### src/core/rac_pkg.sv
// Purpose: constants for the radio adapter configuration registers
// Assumes: 100 MHz clock, 5-bit register address, 8-bit data
// Notes: addresses are the decimal register numbers of the serial port
package rac_pkg;
	localparam logic [4:0] ADDR_STROBE_START = 5'h08;
	localparam logic [4:0] ADDR_STROBE_WIDTH = 5'h09;
	localparam logic [4:0] ADDR_SWITCH_START = 5'h0a;
	localparam logic [4:0] ADDR_SLICER_START = 5'h0b;
	localparam logic [4:0] ADDR_PULSE_DELAY = 5'h0c;
	localparam logic [4:0] ADDR_MEASURE_POS = 5'h0d;
	localparam logic [4:0] ADDR_STATIC_LOW = 5'h0e;
	localparam logic [4:0] ADDR_STATIC_MID = 5'h0f;
	localparam logic [4:0] ADDR_STATIC_HIGH = 5'h10;
	localparam logic [4:0] ADDR_CHANNEL = 5'h12;
	localparam logic [4:0] ADDR_CONTROL = 5'h16;
	localparam logic [4:0] ADDR_PA_LEVEL = 5'h18;
	localparam logic [4:0] ADDR_ENABLE = 5'h19;
	localparam logic [4:0] ADDR_BIAS_DELAY = 5'h1a;
	localparam logic [4:0] ADDR_TABLE_PORT = 5'h1c;
	localparam logic [4:0] ADDR_RX_OFFSET = 5'h1e;
	localparam logic [4:0] ADDR_TX_OFFSET = 5'h1f;

	localparam logic [7:0] RST_STROBE_START = 8'h0c;
	localparam logic [7:0] RST_STROBE_WIDTH = 8'hc8;
	localparam logic [7:0] RST_SWITCH_START = 8'h64;
	localparam logic [7:0] RST_SLICER_START = 8'h0a;
	localparam logic [7:0] RST_PULSE_DELAY = 8'h02;
	localparam logic [7:0] RST_MEASURE_POS = 8'h64;
	localparam logic [7:0] RST_STATIC_LOW = 8'h24;
	localparam logic [7:0] RST_STATIC_MID = 8'h12;
	localparam logic [7:0] RST_STATIC_HIGH = 8'h00;
	localparam logic [7:0] RST_BIAS_DELAY = 8'h64;
	localparam logic [7:0] RST_RX_OFFSET = 8'h61;
	localparam logic [7:0] RST_TX_OFFSET = 8'h60;
	localparam logic [7:0] RST_ZERO = 8'h00;

	localparam int CHAN_DIR_BIT = 7;
	localparam int ENABLE_GRST_BIT = 6;
	localparam logic [11:0] DIVIDER_BASE = 12'h900;
	localparam int TABLE_DEPTH = 13;
	localparam logic [3:0] TABLE_LAST = 4'hc;
	localparam logic [103:0] TABLE_RESET =
		104'h91_90_8e_89_81_74_64_54_47_3e_3a_38_37;

	localparam int CLK_MHZ = 100;
	localparam int TICK_US = 1;
	localparam logic [6:0] TICK_CYCLES = 7'(CLK_MHZ * TICK_US);
	localparam logic [8:0] MEASURE_GUARD_US = 9'h00a;
	localparam logic [8:0] ELAPSED_MAX = 9'h1ff;
endpackage

### src/core/rac_regs.sv
// Purpose: configuration registers and slot timing of a radio adapter
// Assumes: serial port decoded outside into address, data and strobes
// Notes: all outputs registered; one microsecond tick restarts at packet start
`timescale 1ns/1ps
module rac_regs (
	input wire logic clk,
	input wire logic rst_n,
	input wire logic [4:0] reg_addr,
	input wire logic [7:0] reg_wdata,
	input wire logic reg_wr,
	input wire logic reg_rd,
	output logic [7:0] reg_rdata,
	input wire logic pkt_start,
	input wire logic pkt_end,
	input wire logic adc_done,
	input wire logic [7:0] adc_data,
	input wire logic [3:0] table_raddr,
	output logic [7:0] table_rdata,
	output logic [31:0] prog_word,
	output logic [11:0] divider,
	output logic [7:0] pa_level,
	output logic [7:0] enable_bits,
	output logic [7:0] control_bits,
	output logic strobe_en,
	output logic strobe_pulse,
	output logic switch_en,
	output logic slicer_ctrl,
	output logic bias_en,
	output logic adc_start
);
	import rac_pkg::*;

	logic [7:0] strobe_start_delay;
	logic [7:0] strobe_width;
	logic [7:0] switch_start_delay;
	logic [7:0] slicer_ctrl_start_delay;
	logic [7:0] strobe_pulse_delay;
	logic [7:0] strength_measure_position;
	logic [7:0] static_word_low;
	logic [7:0] static_word_mid;
	logic [7:0] static_word_high;
	logic [7:0] channel_word;
	logic [7:0] signal_strength_result;
	logic [7:0] modulator_bias_delay;
	logic [7:0] rx_channel_offset;
	logic [7:0] tx_channel_offset;
	logic [7:0] shaping_table [TABLE_DEPTH];
	logic [3:0] table_ptr;
	logic [7:0] strength_pending;
	logic pending_valid;

	logic in_pkt;
	logic pkt_rx;
	logic [6:0] prescale;
	logic [8:0] elapsed;
	logic [8:0] strobe_end;
	logic strobe_fallen;
	logic [8:0] since_fall;
	logic measure_done;
	logic [11:0] next_divider;

	function automatic logic at_or_past(input logic [8:0] now, input logic [7:0] mark);
		at_or_past = now >= {1'b0, mark};
	endfunction

	function automatic logic [11:0] add_divider(input logic [6:0] chan,
		input logic [7:0] offs);
		add_divider = DIVIDER_BASE + {5'h00, chan} + {4'h0, offs};
	endfunction

	wire wr_hit = reg_wr;

	// timing and static registers
	always_ff @(posedge clk) begin
		if (!rst_n) begin
			strobe_start_delay <= RST_STROBE_START;
			strobe_width <= RST_STROBE_WIDTH;
			switch_start_delay <= RST_SWITCH_START;
			slicer_ctrl_start_delay <= RST_SLICER_START;
			strobe_pulse_delay <= RST_PULSE_DELAY;
			strength_measure_position <= RST_MEASURE_POS;
			static_word_low <= RST_STATIC_LOW;
			static_word_mid <= RST_STATIC_MID;
			static_word_high <= RST_STATIC_HIGH;
			modulator_bias_delay <= RST_BIAS_DELAY;
			rx_channel_offset <= RST_RX_OFFSET;
			tx_channel_offset <= RST_TX_OFFSET;
			channel_word <= RST_ZERO;
			control_bits <= RST_ZERO;
			enable_bits <= RST_ZERO;
			pa_level <= RST_ZERO;
		end else if (wr_hit) begin
			unique case (reg_addr)
				ADDR_STROBE_START: strobe_start_delay <= reg_wdata;
				ADDR_STROBE_WIDTH: strobe_width <= reg_wdata;
				ADDR_SWITCH_START: switch_start_delay <= reg_wdata;
				ADDR_SLICER_START: slicer_ctrl_start_delay <= reg_wdata;
				ADDR_PULSE_DELAY: strobe_pulse_delay <= reg_wdata;
				ADDR_MEASURE_POS: strength_measure_position <= reg_wdata;
				ADDR_STATIC_LOW: static_word_low <= reg_wdata;
				ADDR_STATIC_MID: static_word_mid <= reg_wdata;
				ADDR_STATIC_HIGH: static_word_high <= reg_wdata;
				ADDR_BIAS_DELAY: modulator_bias_delay <= reg_wdata;
				ADDR_RX_OFFSET: rx_channel_offset <= reg_wdata;
				ADDR_TX_OFFSET: tx_channel_offset <= reg_wdata;
				ADDR_CHANNEL: channel_word <= reg_wdata;
				ADDR_CONTROL: control_bits <= reg_wdata;
				// table reset bit is an action, never stored
				ADDR_ENABLE: enable_bits <= reg_wdata & ~(8'h01 << ENABLE_GRST_BIT);
				ADDR_PA_LEVEL: pa_level <= reg_wdata;
				default: ;
			endcase
		end
	end

	// shaping table with saturating write pointer
	always_ff @(posedge clk) begin
		if (!rst_n) begin
			table_ptr <= 4'h0;
			for (int i = 0; i < TABLE_DEPTH; i++) begin
				shaping_table[i] <= TABLE_RESET[i*8 +: 8];
			end
		end else if (wr_hit && reg_addr == ADDR_ENABLE && reg_wdata[ENABLE_GRST_BIT]) begin
			table_ptr <= 4'h0;
		end else if (wr_hit && reg_addr == ADDR_TABLE_PORT) begin
			shaping_table[table_ptr] <= reg_wdata;
			if (table_ptr != TABLE_LAST) begin
				table_ptr <= table_ptr + 4'h1;
			end
		end
	end

	always_ff @(posedge clk) begin
		if (!rst_n) begin
			table_rdata <= RST_ZERO;
		end else if (table_raddr <= TABLE_LAST) begin
			table_rdata <= shaping_table[table_raddr];
		end else begin
			table_rdata <= RST_ZERO;
		end
	end

	// read mux; write-only and unmapped addresses read zero
	always_ff @(posedge clk) begin
		if (!rst_n) begin
			reg_rdata <= RST_ZERO;
		end else if (reg_rd) begin
			unique case (reg_addr)
				ADDR_STROBE_START: reg_rdata <= strobe_start_delay;
				ADDR_STROBE_WIDTH: reg_rdata <= strobe_width;
				ADDR_SWITCH_START: reg_rdata <= switch_start_delay;
				ADDR_SLICER_START: reg_rdata <= slicer_ctrl_start_delay;
				ADDR_PULSE_DELAY: reg_rdata <= strobe_pulse_delay;
				ADDR_MEASURE_POS: reg_rdata <= strength_measure_position;
				ADDR_STATIC_LOW: reg_rdata <= static_word_low;
				ADDR_STATIC_MID: reg_rdata <= static_word_mid;
				ADDR_STATIC_HIGH: reg_rdata <= static_word_high;
				ADDR_CHANNEL: reg_rdata <= signal_strength_result;
				ADDR_CONTROL: reg_rdata <= control_bits;
				ADDR_PA_LEVEL: reg_rdata <= pa_level;
				ADDR_ENABLE: reg_rdata <= enable_bits;
				ADDR_BIAS_DELAY: reg_rdata <= modulator_bias_delay;
				ADDR_TABLE_PORT: reg_rdata <= shaping_table[table_ptr];
				default: reg_rdata <= RST_ZERO;
			endcase
		end
	end

	// transceiver word; divider sum per direction
	always_comb begin
		if (channel_word[CHAN_DIR_BIT]) begin
			next_divider = add_divider(channel_word[6:0], rx_channel_offset);
		end else begin
			next_divider = add_divider(channel_word[6:0], tx_channel_offset);
		end
	end

	always_ff @(posedge clk) begin
		if (!rst_n) begin
			divider <= 12'h000;
			prog_word <= 32'h0000_0000;
		end else begin
			divider <= next_divider;
			prog_word <= {static_word_high, static_word_mid, static_word_low[7:1],
				channel_word[CHAN_DIR_BIT], next_divider[7:0]};
		end
	end

	// packet microsecond timebase, restarted at each packet start
	always_ff @(posedge clk) begin
		if (!rst_n) begin
			in_pkt <= 1'b0;
			pkt_rx <= 1'b0;
			prescale <= 7'h00;
			elapsed <= 9'h000;
		end else if (pkt_start) begin
			in_pkt <= 1'b1;
			pkt_rx <= channel_word[CHAN_DIR_BIT];
			prescale <= 7'h00;
			elapsed <= 9'h000;
		end else if (pkt_end) begin
			in_pkt <= 1'b0;
		end else if (in_pkt) begin
			if (prescale == TICK_CYCLES - 7'h01) begin
				prescale <= 7'h00;
				if (elapsed != ELAPSED_MAX) begin
					elapsed <= elapsed + 9'h001;
				end
			end else begin
				prescale <= prescale + 7'h01;
			end
		end
	end

	// the output flop adds one cycle, well inside the allowed microsecond slack
	assign strobe_end = 9'({1'b0, strobe_start_delay} + {1'b0, strobe_width});

	always_ff @(posedge clk) begin
		if (!rst_n) begin
			strobe_en <= 1'b0;
			strobe_pulse <= 1'b0;
			switch_en <= 1'b0;
			slicer_ctrl <= 1'b0;
			bias_en <= 1'b0;
		end else begin
			strobe_en <= in_pkt && at_or_past(elapsed, strobe_start_delay)
				&& !(elapsed >= strobe_end);
			// end mark kept in nine bits so a count of 255 still gives a pulse
			strobe_pulse <= in_pkt && at_or_past(elapsed, strobe_pulse_delay)
				&& elapsed < 9'({1'b0, strobe_pulse_delay} + 9'h001);
			switch_en <= in_pkt && at_or_past(elapsed, switch_start_delay);
			slicer_ctrl <= in_pkt && pkt_rx
				&& elapsed > {1'b0, slicer_ctrl_start_delay};
			bias_en <= in_pkt && !pkt_rx && at_or_past(elapsed, modulator_bias_delay);
		end
	end

	// guard time counted from the strobe falling edge
	always_ff @(posedge clk) begin
		if (!rst_n || pkt_start) begin
			strobe_fallen <= 1'b0;
			since_fall <= 9'h000;
		end else if (in_pkt && elapsed >= strobe_end && elapsed != 9'h000) begin
			strobe_fallen <= 1'b1;
			if (strobe_fallen && prescale == TICK_CYCLES - 7'h01
				&& since_fall != ELAPSED_MAX) begin
				since_fall <= since_fall + 9'h001;
			end
		end
	end

	// one conversion per receive packet; result published at packet end
	always_ff @(posedge clk) begin
		if (!rst_n) begin
			adc_start <= 1'b0;
			measure_done <= 1'b0;
			pending_valid <= 1'b0;
			strength_pending <= RST_ZERO;
			signal_strength_result <= RST_ZERO;
		end else begin
			adc_start <= 1'b0;
			if (pkt_start) begin
				measure_done <= 1'b0;
				pending_valid <= 1'b0;
			end else if (in_pkt && pkt_rx && !measure_done
				&& at_or_past(elapsed, strength_measure_position)
				&& strobe_fallen && since_fall >= MEASURE_GUARD_US) begin
				adc_start <= 1'b1;
				measure_done <= 1'b1;
			end
			if (adc_done && measure_done) begin
				strength_pending <= adc_data;
				pending_valid <= 1'b1;
			end
			// readable only after the packet ends
			if (pkt_end && pending_valid) begin
				signal_strength_result <= strength_pending;
			end
		end
	end
endmodule

### config.mk
export PLATFORM = sky130hd
export DESIGN_NAME = rac_regs
export DESIGN_NICKNAME = d
export VERILOG_FILES = /design/src/core/rac_pkg.sv /design/src/core/rac_regs.sv
export SDC_FILE = /design/constraint.sdc
export NUM_CORES = 1
export LEC_CHECK = 0
export BUFFER_PORTS_ARGS = -buffer_cell sky130_fd_sc_hd__buf_2
export CORE_MARGIN = 2
export CORE_UTILIZATION = 61
export DETAILED_ROUTE_END_ITERATION = 6
export GPL_TIMING_DRIVEN = 0
export PLACE_DENSITY_LB_ADDON = 0.08
export RECOVER_POWER = 25
export SKIP_CTS_REPAIR_TIMING = 1
export SLEW_MARGIN = 20
export SYNTH_ARGS = -nofsm -noshare
export SYNTH_HDL_FRONTEND = slang
export SYNTH_SLANG_ARGS = --single-unit
### constraint.sdc
create_clock -name clk -period 3.4 [get_ports clk]
set_input_delay 0.34 -clock clk [delete_from_list [all_inputs] [get_ports clk]]
set_output_delay 0.34 -clock clk [all_outputs]
set_load 0.05 [all_outputs]
Yosys cells after proc, flatten, opt, wreduce, memory -nomap -nowiden. Memories as Yosys holds them, arrays and structs flattened. A register that Yosys moved wholly into a read port is not among the register bits. Index checks and enable logic that the tools add are counted.

Flip-flop bits (word level): 235. RAM bits: 104. Bits of input ports: 32. Output and inout port bits: 90. Logic and storage cells: 152. Memories: 1.

$add $sub $neg: 9. Order comparisons: 10. Equality and inequality tests: 21. Mux-type cells: 18. Bitwise logic cells: 2. Reduce and logical (&&, ||, !) cells: 55.

Memory list: shaping_table (words 13, bits a word 8, rd ports 2, clocked after Yosys merged registers in 2, write ports 13, RTL line rac_regs.sv:47) `logic [7:0] shaping_table [TABLE_DEPTH];`.

Operator list (count): 8-bit case mux with 15 select lines (1); 5-bit equality test (second input constant) (9); 9-bit by 8-bit >= comparator with 1-bit output (5); 5-bit by 4-bit equality test with 1-bit output (second input constant) (8); 2-bit AND reduction (20); 12-bit by 8-bit adder with 12-bit output (2); 1-bit logical AND (22); 9-bit by 1-bit adder with 9-bit output (second input constant) (2); 9-bit inequality test (second input constant) (2); 12-bit by 7-bit adder with 12-bit output (first input constant) (1); 12-bit two-way mux (1); 4-bit two-way mux (3); 1-bit two-way mux (11); 8-bit by 1-bit adder with 9-bit output (second input constant) (1); 8-bit by 8-bit adder with 9-bit output (1); 9-bit by 4-bit >= comparator with 1-bit output (second input constant) (1); 9-bit >= comparator (1); 9-bit by 8-bit > comparator with 1-bit output (1); 9-bit less-than comparator (1); 9-bit nonzero test (1); 8-bit two-way mux (1); 8-bit OR reduction (1); 7-bit by 1-bit adder with 7-bit output (second input constant) (1); 7-bit equality test (second input constant) (1); 10 further kinds (17).

Depth between registers and ports, before layout. Gate-level depths: netlist of run 1.

Depth after elaboration: 8. Mapped depth: 16. Gate-level depth less buffers: 16.

Worst setup path after synthesis of run 1. Ideal clock, no wire load.

Path kind: register to register. Start point: reg strobe_start_delay[0]. End point: reg since_fall[0]. Library setup time: 115 ps. Arrival time: 3016 ps. Required time: 3285 ps. Setup slack: 269 ps. Cell stages (with the launch flop): 17. Buffers on the path: 0. Period minus slack after synthesis: 3131 ps. Path through: dfxtp_1 > ha_1 > inv_1 > fa_1 > nor2b_1 > o21ai_0 > nand2b_1 > a21o_1 > a21o_1 > xnor2_1 > ha_1 > a211oi_1 > o21ai_0 > o2111ai_1 > nand2_1 > xnor2_1 > nor2_1.

Cells in the longest elaborated chain, start to end: 5.

Ends and longest elaborated chain: from (decl) (RTL line rac_regs.sv:33) `logic [7:0] strobe_start_delay;`; from (signal assigned) (RTL line rac_regs.sv:94) `ADDR_STROBE_START: strobe_start_delay <= reg_wdata;`; 8-bit by 8-bit adder with 9-bit output (RTL line rac_regs.sv:216) `assign strobe_end = 9'({1'b0, strobe_start_delay} + {1'b0, strobe_width});`; 9-bit >= comparator (RTL line rac_regs.sv:243) `end else if (in_pkt && elapsed >= strobe_end && elapsed != 9'h000) begin`; 1-bit logical AND (2 in series) (RTL line rac_regs.sv:243); 2-bit AND reduction (no line); to (signal assigned) (RTL line rac_regs.sv:247) `since_fall <= since_fall + 9'h001;`; to (decl) (RTL line rac_regs.sv:58) `logic [8:0] since_fall;`.

No other way between the ends. A chain may end at the register's enable or synchronous reset.

==> flow_summary.ini, run 1 <==
[critical_path]
arrival_ns = 3.73
crit_path_max_fanout = 10
crit_slowest_cell = buf_1
path_class = reg2reg
ff2ff_setup_slack_ns = 0.08
start_kind = register
path_cells = buf_2 -> buf_1 -> mux4_2 -> mux2i_1 -> o22ai_1 -> nor3_1 -> a21oi_1
crit_buf_inv = 2
required_ns = 3.81
cp-end-kind = register
slowest_delay_ns = 0.65
cp_top_family = buffers and inverters

[synthesis]
synth_area_mm2 = 0.01855
synth.most_common_cell = dfxtp_1
synth_edf_count = 128
synth_flop_cell = dfxtp_1
synth-simple-area-share_pct = 17.97
yosys.cell_types.count = 76
synthAdderAreaFrac_pct = 6.488
synth_seq_area_share_pct = 46.40
synth_commonest_cells = dfxtp_1 (238), nand2_1 (187), nor2_1 (139)
synthTopCellsByArea = dfxtp_1 (26%), edfxtp_1 (21%), mux4_2 (8.7%)
synth_top_area_share_pct = 25.68
synth_compound_area_share_pct = 8.849
synth_area_leader_cell = dfxtp_1
avgSynthCellArea_um2 = 10.38
synth_mux_area_share_pct = 14.08
synth_top_family_by_area = simple AND/OR/NAND/NOR gates
synthXorXnorAreaFrac_pct = 1.747
synthCells = 1787
ys_ff_latch = 366
ys_warn_count = 0
async_flop_share_pct = 0

[finish]
postLayoutCellArea_mm2 = 0.02091
fin_nets = 2078
area_delta_synth_final_pct = 12.71
fin_util_pct = 70.18
drive_gt1_share_pct = 12.17
finalNonFillerCells = 2373

[global_route]
grt_max_degree = 15
grt_pass1_wl_mm = 91.21
grt_overflow = 0
first_global_vias = 14880
grt_usage_pct = 39.34
antenna_found_initial = 6

[floorplan]
core_area_mm2 = 0.02980
die_x_um = 178.4
initial_core_util_pct = 62.26
std_cell_rows = 63
die-area_mm2 = 0.03182
die_h_um = 178.4
ioPinCount = 122

[worst_hold_path]
min_path_type = in2reg

[timing]
finalMaxSlewViolations = 0
clock.fmax_mhz = 300.9
hold-worst-slack_ns = 0.07435
slew_headroom_pct = 28.49
finClkSkew_ns = 0.02031
min_period_ns = 3.323
finalSetupViolations = 0
post-route-period-util_pct = 97.73
hold_viol = 0
tightest_slew_ns = 1.069

[drt]
drt-vias-per-instance = 6.461
first_iter_violations = 2034
drt-wirelength-per-cell_um = 26.26
num_vias = 15330
antenna_left = 0
drtPass1Iterations = 6
drc_errors = 0
drt_wl_total_mm = 62.31

[placement]
dp.cells = 2292
place_area_mm2 = 0.01963
io_buffers = 112
dp_hpwl_mm = 45.14
gp_congestion = 1.046

[clock_network]
cts_buffers = 39
clock_path_buffers = 3
clk-insertion-delay-late_ns = 0.54
root_buffer = clkbuf_16
cts_sinks = 366
htreeDepth = 2
cts_tree = built
clk_pin_slew_worst_paths_ns = 0.07

[flow_run]
max_cap_violations = 0

[power_and_ir_drop]
power_leakage_nw = 7.484
irDropWorstVdd_uv = 391.6
power_density_mw_per_mm2 = 452.2

[status]
status = finished, final reports clean
==> cell usage in the layout, fill, tap and decap left out, types with 15 or more instances in the layout <==
cell,count
a21oi_1,94
a22oi_1,15
and2_1,72
buf_2,46
buf_4,18
clkbuf_1,182
clkbuf_16,39
dfxtp_1,235
edfxtp_1,128
ha_1,92
inv_1,71
mux2_2,15
mux2i_1,82
mux4_2,72
nand2_1,187
nand2b_1,35
nand3_1,80
nand4_1,20
nor2_1,138
nor2b_1,25
nor3_1,21
o21ai_0,18
or3_1,32
xnor2_1,21
xor2_1,16
==> cells by family (layout without fill, tap and decap cells) <==
family	Yosys count	count (layout)
adder cells (fa/ha/maj)	95	95
other	1	5
multiplexers	169	169
AND/OR/NAND/NOR	667	667
AO/OA/AOI/OAI	255	255
XOR/XNOR	37	37
flip-flops	366	366
buffers and inverters	197	389
==> layer usage <==
layer | vias to the layer above | wire [um] | track usage (%)
met1 | 7347 | 22830 | 48.72
met4 | 6 | 4508 | 24.22
met3 | 267 | 5970 | 8.419
met5 | - | 37 | 0
met2 | 968 | 28960 | 63.06
li1 | 6743 | - | -
==> worst min-delay path, cell delays in order <==
cell and delay [ns]:
buf_2 0.10, nand3_1 0.06, a21oi_1 0.05
==> report_power, final <==
part           switching (mW)  total (mW)  internal, mW  leakage, nW
registers              0.0469        4.64          4.59         3.09
clock network            1.74        4.12          2.38        0.587
logic                   0.496       0.695         0.199         3.80
==> per-stage QoR <==
step | power [mW] | worst slack, ns | setup TNS [ns]
2_1_floorplan | 5.138 | 0.2687 | 0
3_3_place_gp | 5.385 | -0.2915 | -10.99
3_5_place_dp | 5.401 | -0.3717 | -2.888
4_1_cts | 9.416 | -0.4053 | -3.096
6_report | 9.455 | 0.07708 | 0
5_1_grt | 9.619 | -0.06447 | -0.1364
==> path summary, 6_finish.rpt <==
| check | from | end | cells past startpoint |
|---|---|---|---|
| max | register | reg_rdata[5]$_SDFFE_PN0P_ | 7 |
| min | adc_data[0] | strength_pending[0]$_SDFFE_PN0P_ | 3 |
| max reg2reg | register | reg_rdata[5]$_SDFFE_PN0P_ | 7 |
| min reg2reg | switch_start_delay[1]$_SDFFE_PN0P_ | switch_start_delay[1]$_SDFFE_PN0P_ | 2 |
==> cell type report <==
cell class / instances / area [um2]
multi-input combinational: 1225 / 9216
fill: 2292 / 8886
sequential: 366 / 8617
clock buffer: 57 / 1094
buffer: 126 / 558.0
timing repair buffer: 122 / 545.5
tap: 390 / 488.0
inverter: 71 / 266.5
clock inverter: 13 / 117.6
antenna: 3 / 7.507
==> sequential cells by signal (all words and copies together) (netlist names), 9 cells and up, named ones only <==
register and cells:
shaping_table 128, prog_word 32, elapsed 9, since_fall 9
No activity file was read; power rests on OpenSTA's default activity.
==> run 2, diff against run 1 <==
- CORE_UTILIZATION: 61 -> 55
- clock period: 3.4 -> 3.05 ns (I/O delays scaled with it)
==> flow_summary.ini, run 2 (synthesis results as in run 1) <==
[critical_path]
crit_top_cell = nor3_2
crit_slowest_cell = clkbuf_1
required_ns = 3.21
crit_path_max_fanout = 12
r2r_cells = 17
r2r-end = since_fall[3]$_SDFFE_PP0P_
slowest_delay_ns = 0.96
reg2reg_from = strobe_start_delay[0]$_SDFFE_PN0P_
arrival_ns = 3.47
path_cells = clkbuf_1 -> inv_2 -> nor3_2 -> nand2_1 -> nor3_2 -> nand2b_1
ff2ff_setup_slack_ns = -0.18
path_class = in2reg
start_kind = primary input
cp-end-kind = register

[finish]
drive_gt1_share_pct = 13.28
largest_reg_flops = 128
top_regs = shaping_table x128, prog_word x32
area_delta_synth_final_pct = 13.74
fin_nets = 2087
layout_common_cells = dfxtp_1 (234), clkbuf_1 (188), nand2_1 (185)
top_register = shaping_table
antenna_cells = 0
finalNonFillerCells = 2436
final_common_cell = dfxtp_1

[floorplan]
initial_core_util_pct = 55.60
core_area_mm2 = 0.03336
die_x_um = 187.7
die_h_um = 187.7
die-area_mm2 = 0.03521
ioPinCount = 122
std_cell_rows = 67

[placement]
dp.cells = 2351
dp_hpwl_mm = 45.56
gp_congestion = 1.022
post-place-ws_ns = -0.6151
io_buffers = 112

[clock_network]
clk-insertion-delay-late_ns = 0.54
cts_buffers = 39
cts_tree = built
clk_pin_slew_worst_paths_ns = 0.06
htreeDepth = 2
root_buffer = clkbuf_16
cts_sinks = 366
clock_path_buffers = 3

[drt]
drt-vias-per-instance = 6.190
drt_wl_total_mm = 62.54
drtPass1Iterations = 6
num_vias = 15080
antenna_left = 0
first_iter_violations = 1746
drt-wirelength-per-cell_um = 25.67
drc_errors = 0

[power_and_ir_drop]
p_seq_share_pct = 49.7
p_sw_mw = 2.544
power_leakage_nw = 7.490
p_comb_share_pct = 7.3
swShare_pct = 24.45
irDropWorstVdd_uv = 404.8
power_density_mw_per_mm2 = 493.1
p_int_mw = 7.860
clock_power_share_pct = 43.0
finalPower_mw = 10.40

[worst_hold_path]
hold_start = adc_data[1]
holdPathEnd = strength_pending[1]$_SDFFE_PN0P_
hold_path_depth = 3
min_path_type = in2reg

[timing]
post-route-period-util_pct = 108.6
clock.fmax_mhz = 301.8
fin_setup_tns_ns = -15.17
slew_headroom_pct = 10.57
finalSetupViolations = 118
min_period_ns = 3.313
tightest_slew_ns = 1.341
postLayoutSetupSlackWorst_ns = -0.2632
finalMaxSlewViolations = 0
finClkSkew_ns = 0.02022
hold_viol = 0
rsz0062_at_grt = yes

[status]
failed_checks = negative setup slack
status = complete, but fails checks

[flow_run]
max_cap_violations = 0

[global_route]
grt_overflow = 0
grt_usage_pct = 35.45
antenna_found_initial = 0
grt_pass1_wl_mm = 93.01
grt_max_degree = 15
first_global_vias = 14760
## run 2: cell types whose count changed in the layout (fill, tap and decap cells not counted), sizes merged
cell	previous run	this run
clkbuf	227	232
buf	77	80
clkinv	8	9
diode	3	0
clkinvlp	1	3
bufinv	2	1
dlygate4sd3	1	0
inv	73	72
## run 2: power groups by stage
stage	Combinational (mW)	Sequential, mW	Clock, mW
detailed placement	0.754	5.27	0
finish	0.762	5.17	4.48
CTS	0.757	5.16	4.50
floorplan	0.403	5.32	0
global route	0.796	5.17	4.69
global placement	0.743	5.27	0
## run 2: worst max-delay path by stage
stage                                                    to  cells past startpoint                               start
after CTS                        since_fall[6]$_SDFFE_PP0P_                     13  strobe_start_delay[1]$_SDFFE_PN0P_
after floorplan                  since_fall[6]$_SDFFE_PP0P_                     16  strobe_start_delay[0]$_SDFFE_PN0P_
after global routing             since_fall[4]$_SDFFE_PP0P_                     17  strobe_start_delay[0]$_SDFFE_PN0P_
final                     shaping_table[0][2]$_SDFFCE_PN1P_                      6                               rst_n
after global placement    shaping_table[4][3]$_SDFFCE_PN0P_                      5                               rst_n
after detailed placement         since_fall[6]$_SDFFE_PP0P_                     16  strobe_start_delay[0]$_SDFFE_PN0P_
## run 2: area by class of cell
cell class | count | area [um2]
Multi-Input combinational cell | 1225 | 9311
Clock buffer | 55 | 1066
Sequential cell | 366 | 8618
Tap cell | 448 | 560.5
Inverter | 71 | 266.5
Timing Repair Buffer | 132 | 621.8
Clock inverter | 14 | 100.1
Buffer | 125 | 555.5
Fill cell | 2893 | 12260
## run 2: through the flow
step | utilization, % | hold slack (ns) | instance area [um2]
after global placement | 59.01 | 0.4415 | 19690
after CTS | 62.57 | -0.06606 | 20880
after floorplan | - | 0.3327 | 18570
final | 63.24 | 0.02246 | 21100
after global routing | 63.24 | 0.03088 | 21100
after detailed placement | 59.08 | 0.4452 | 19710
## run 2: critical path, delay by kind of cell
kind                   cells  cell delay (ns)
and+or+nand+nor            4             1.85
buffers and inverters      2             1.29
## run 2: per-layer routing
metal,track usage (%),part of all wire (%),vias up
li1,-,-,6770
met1,44.83,39,7350
met2,59.52,48,771
met3,5.484,8.0,189
met4,17.44,5.7,0
met5,0,0,-
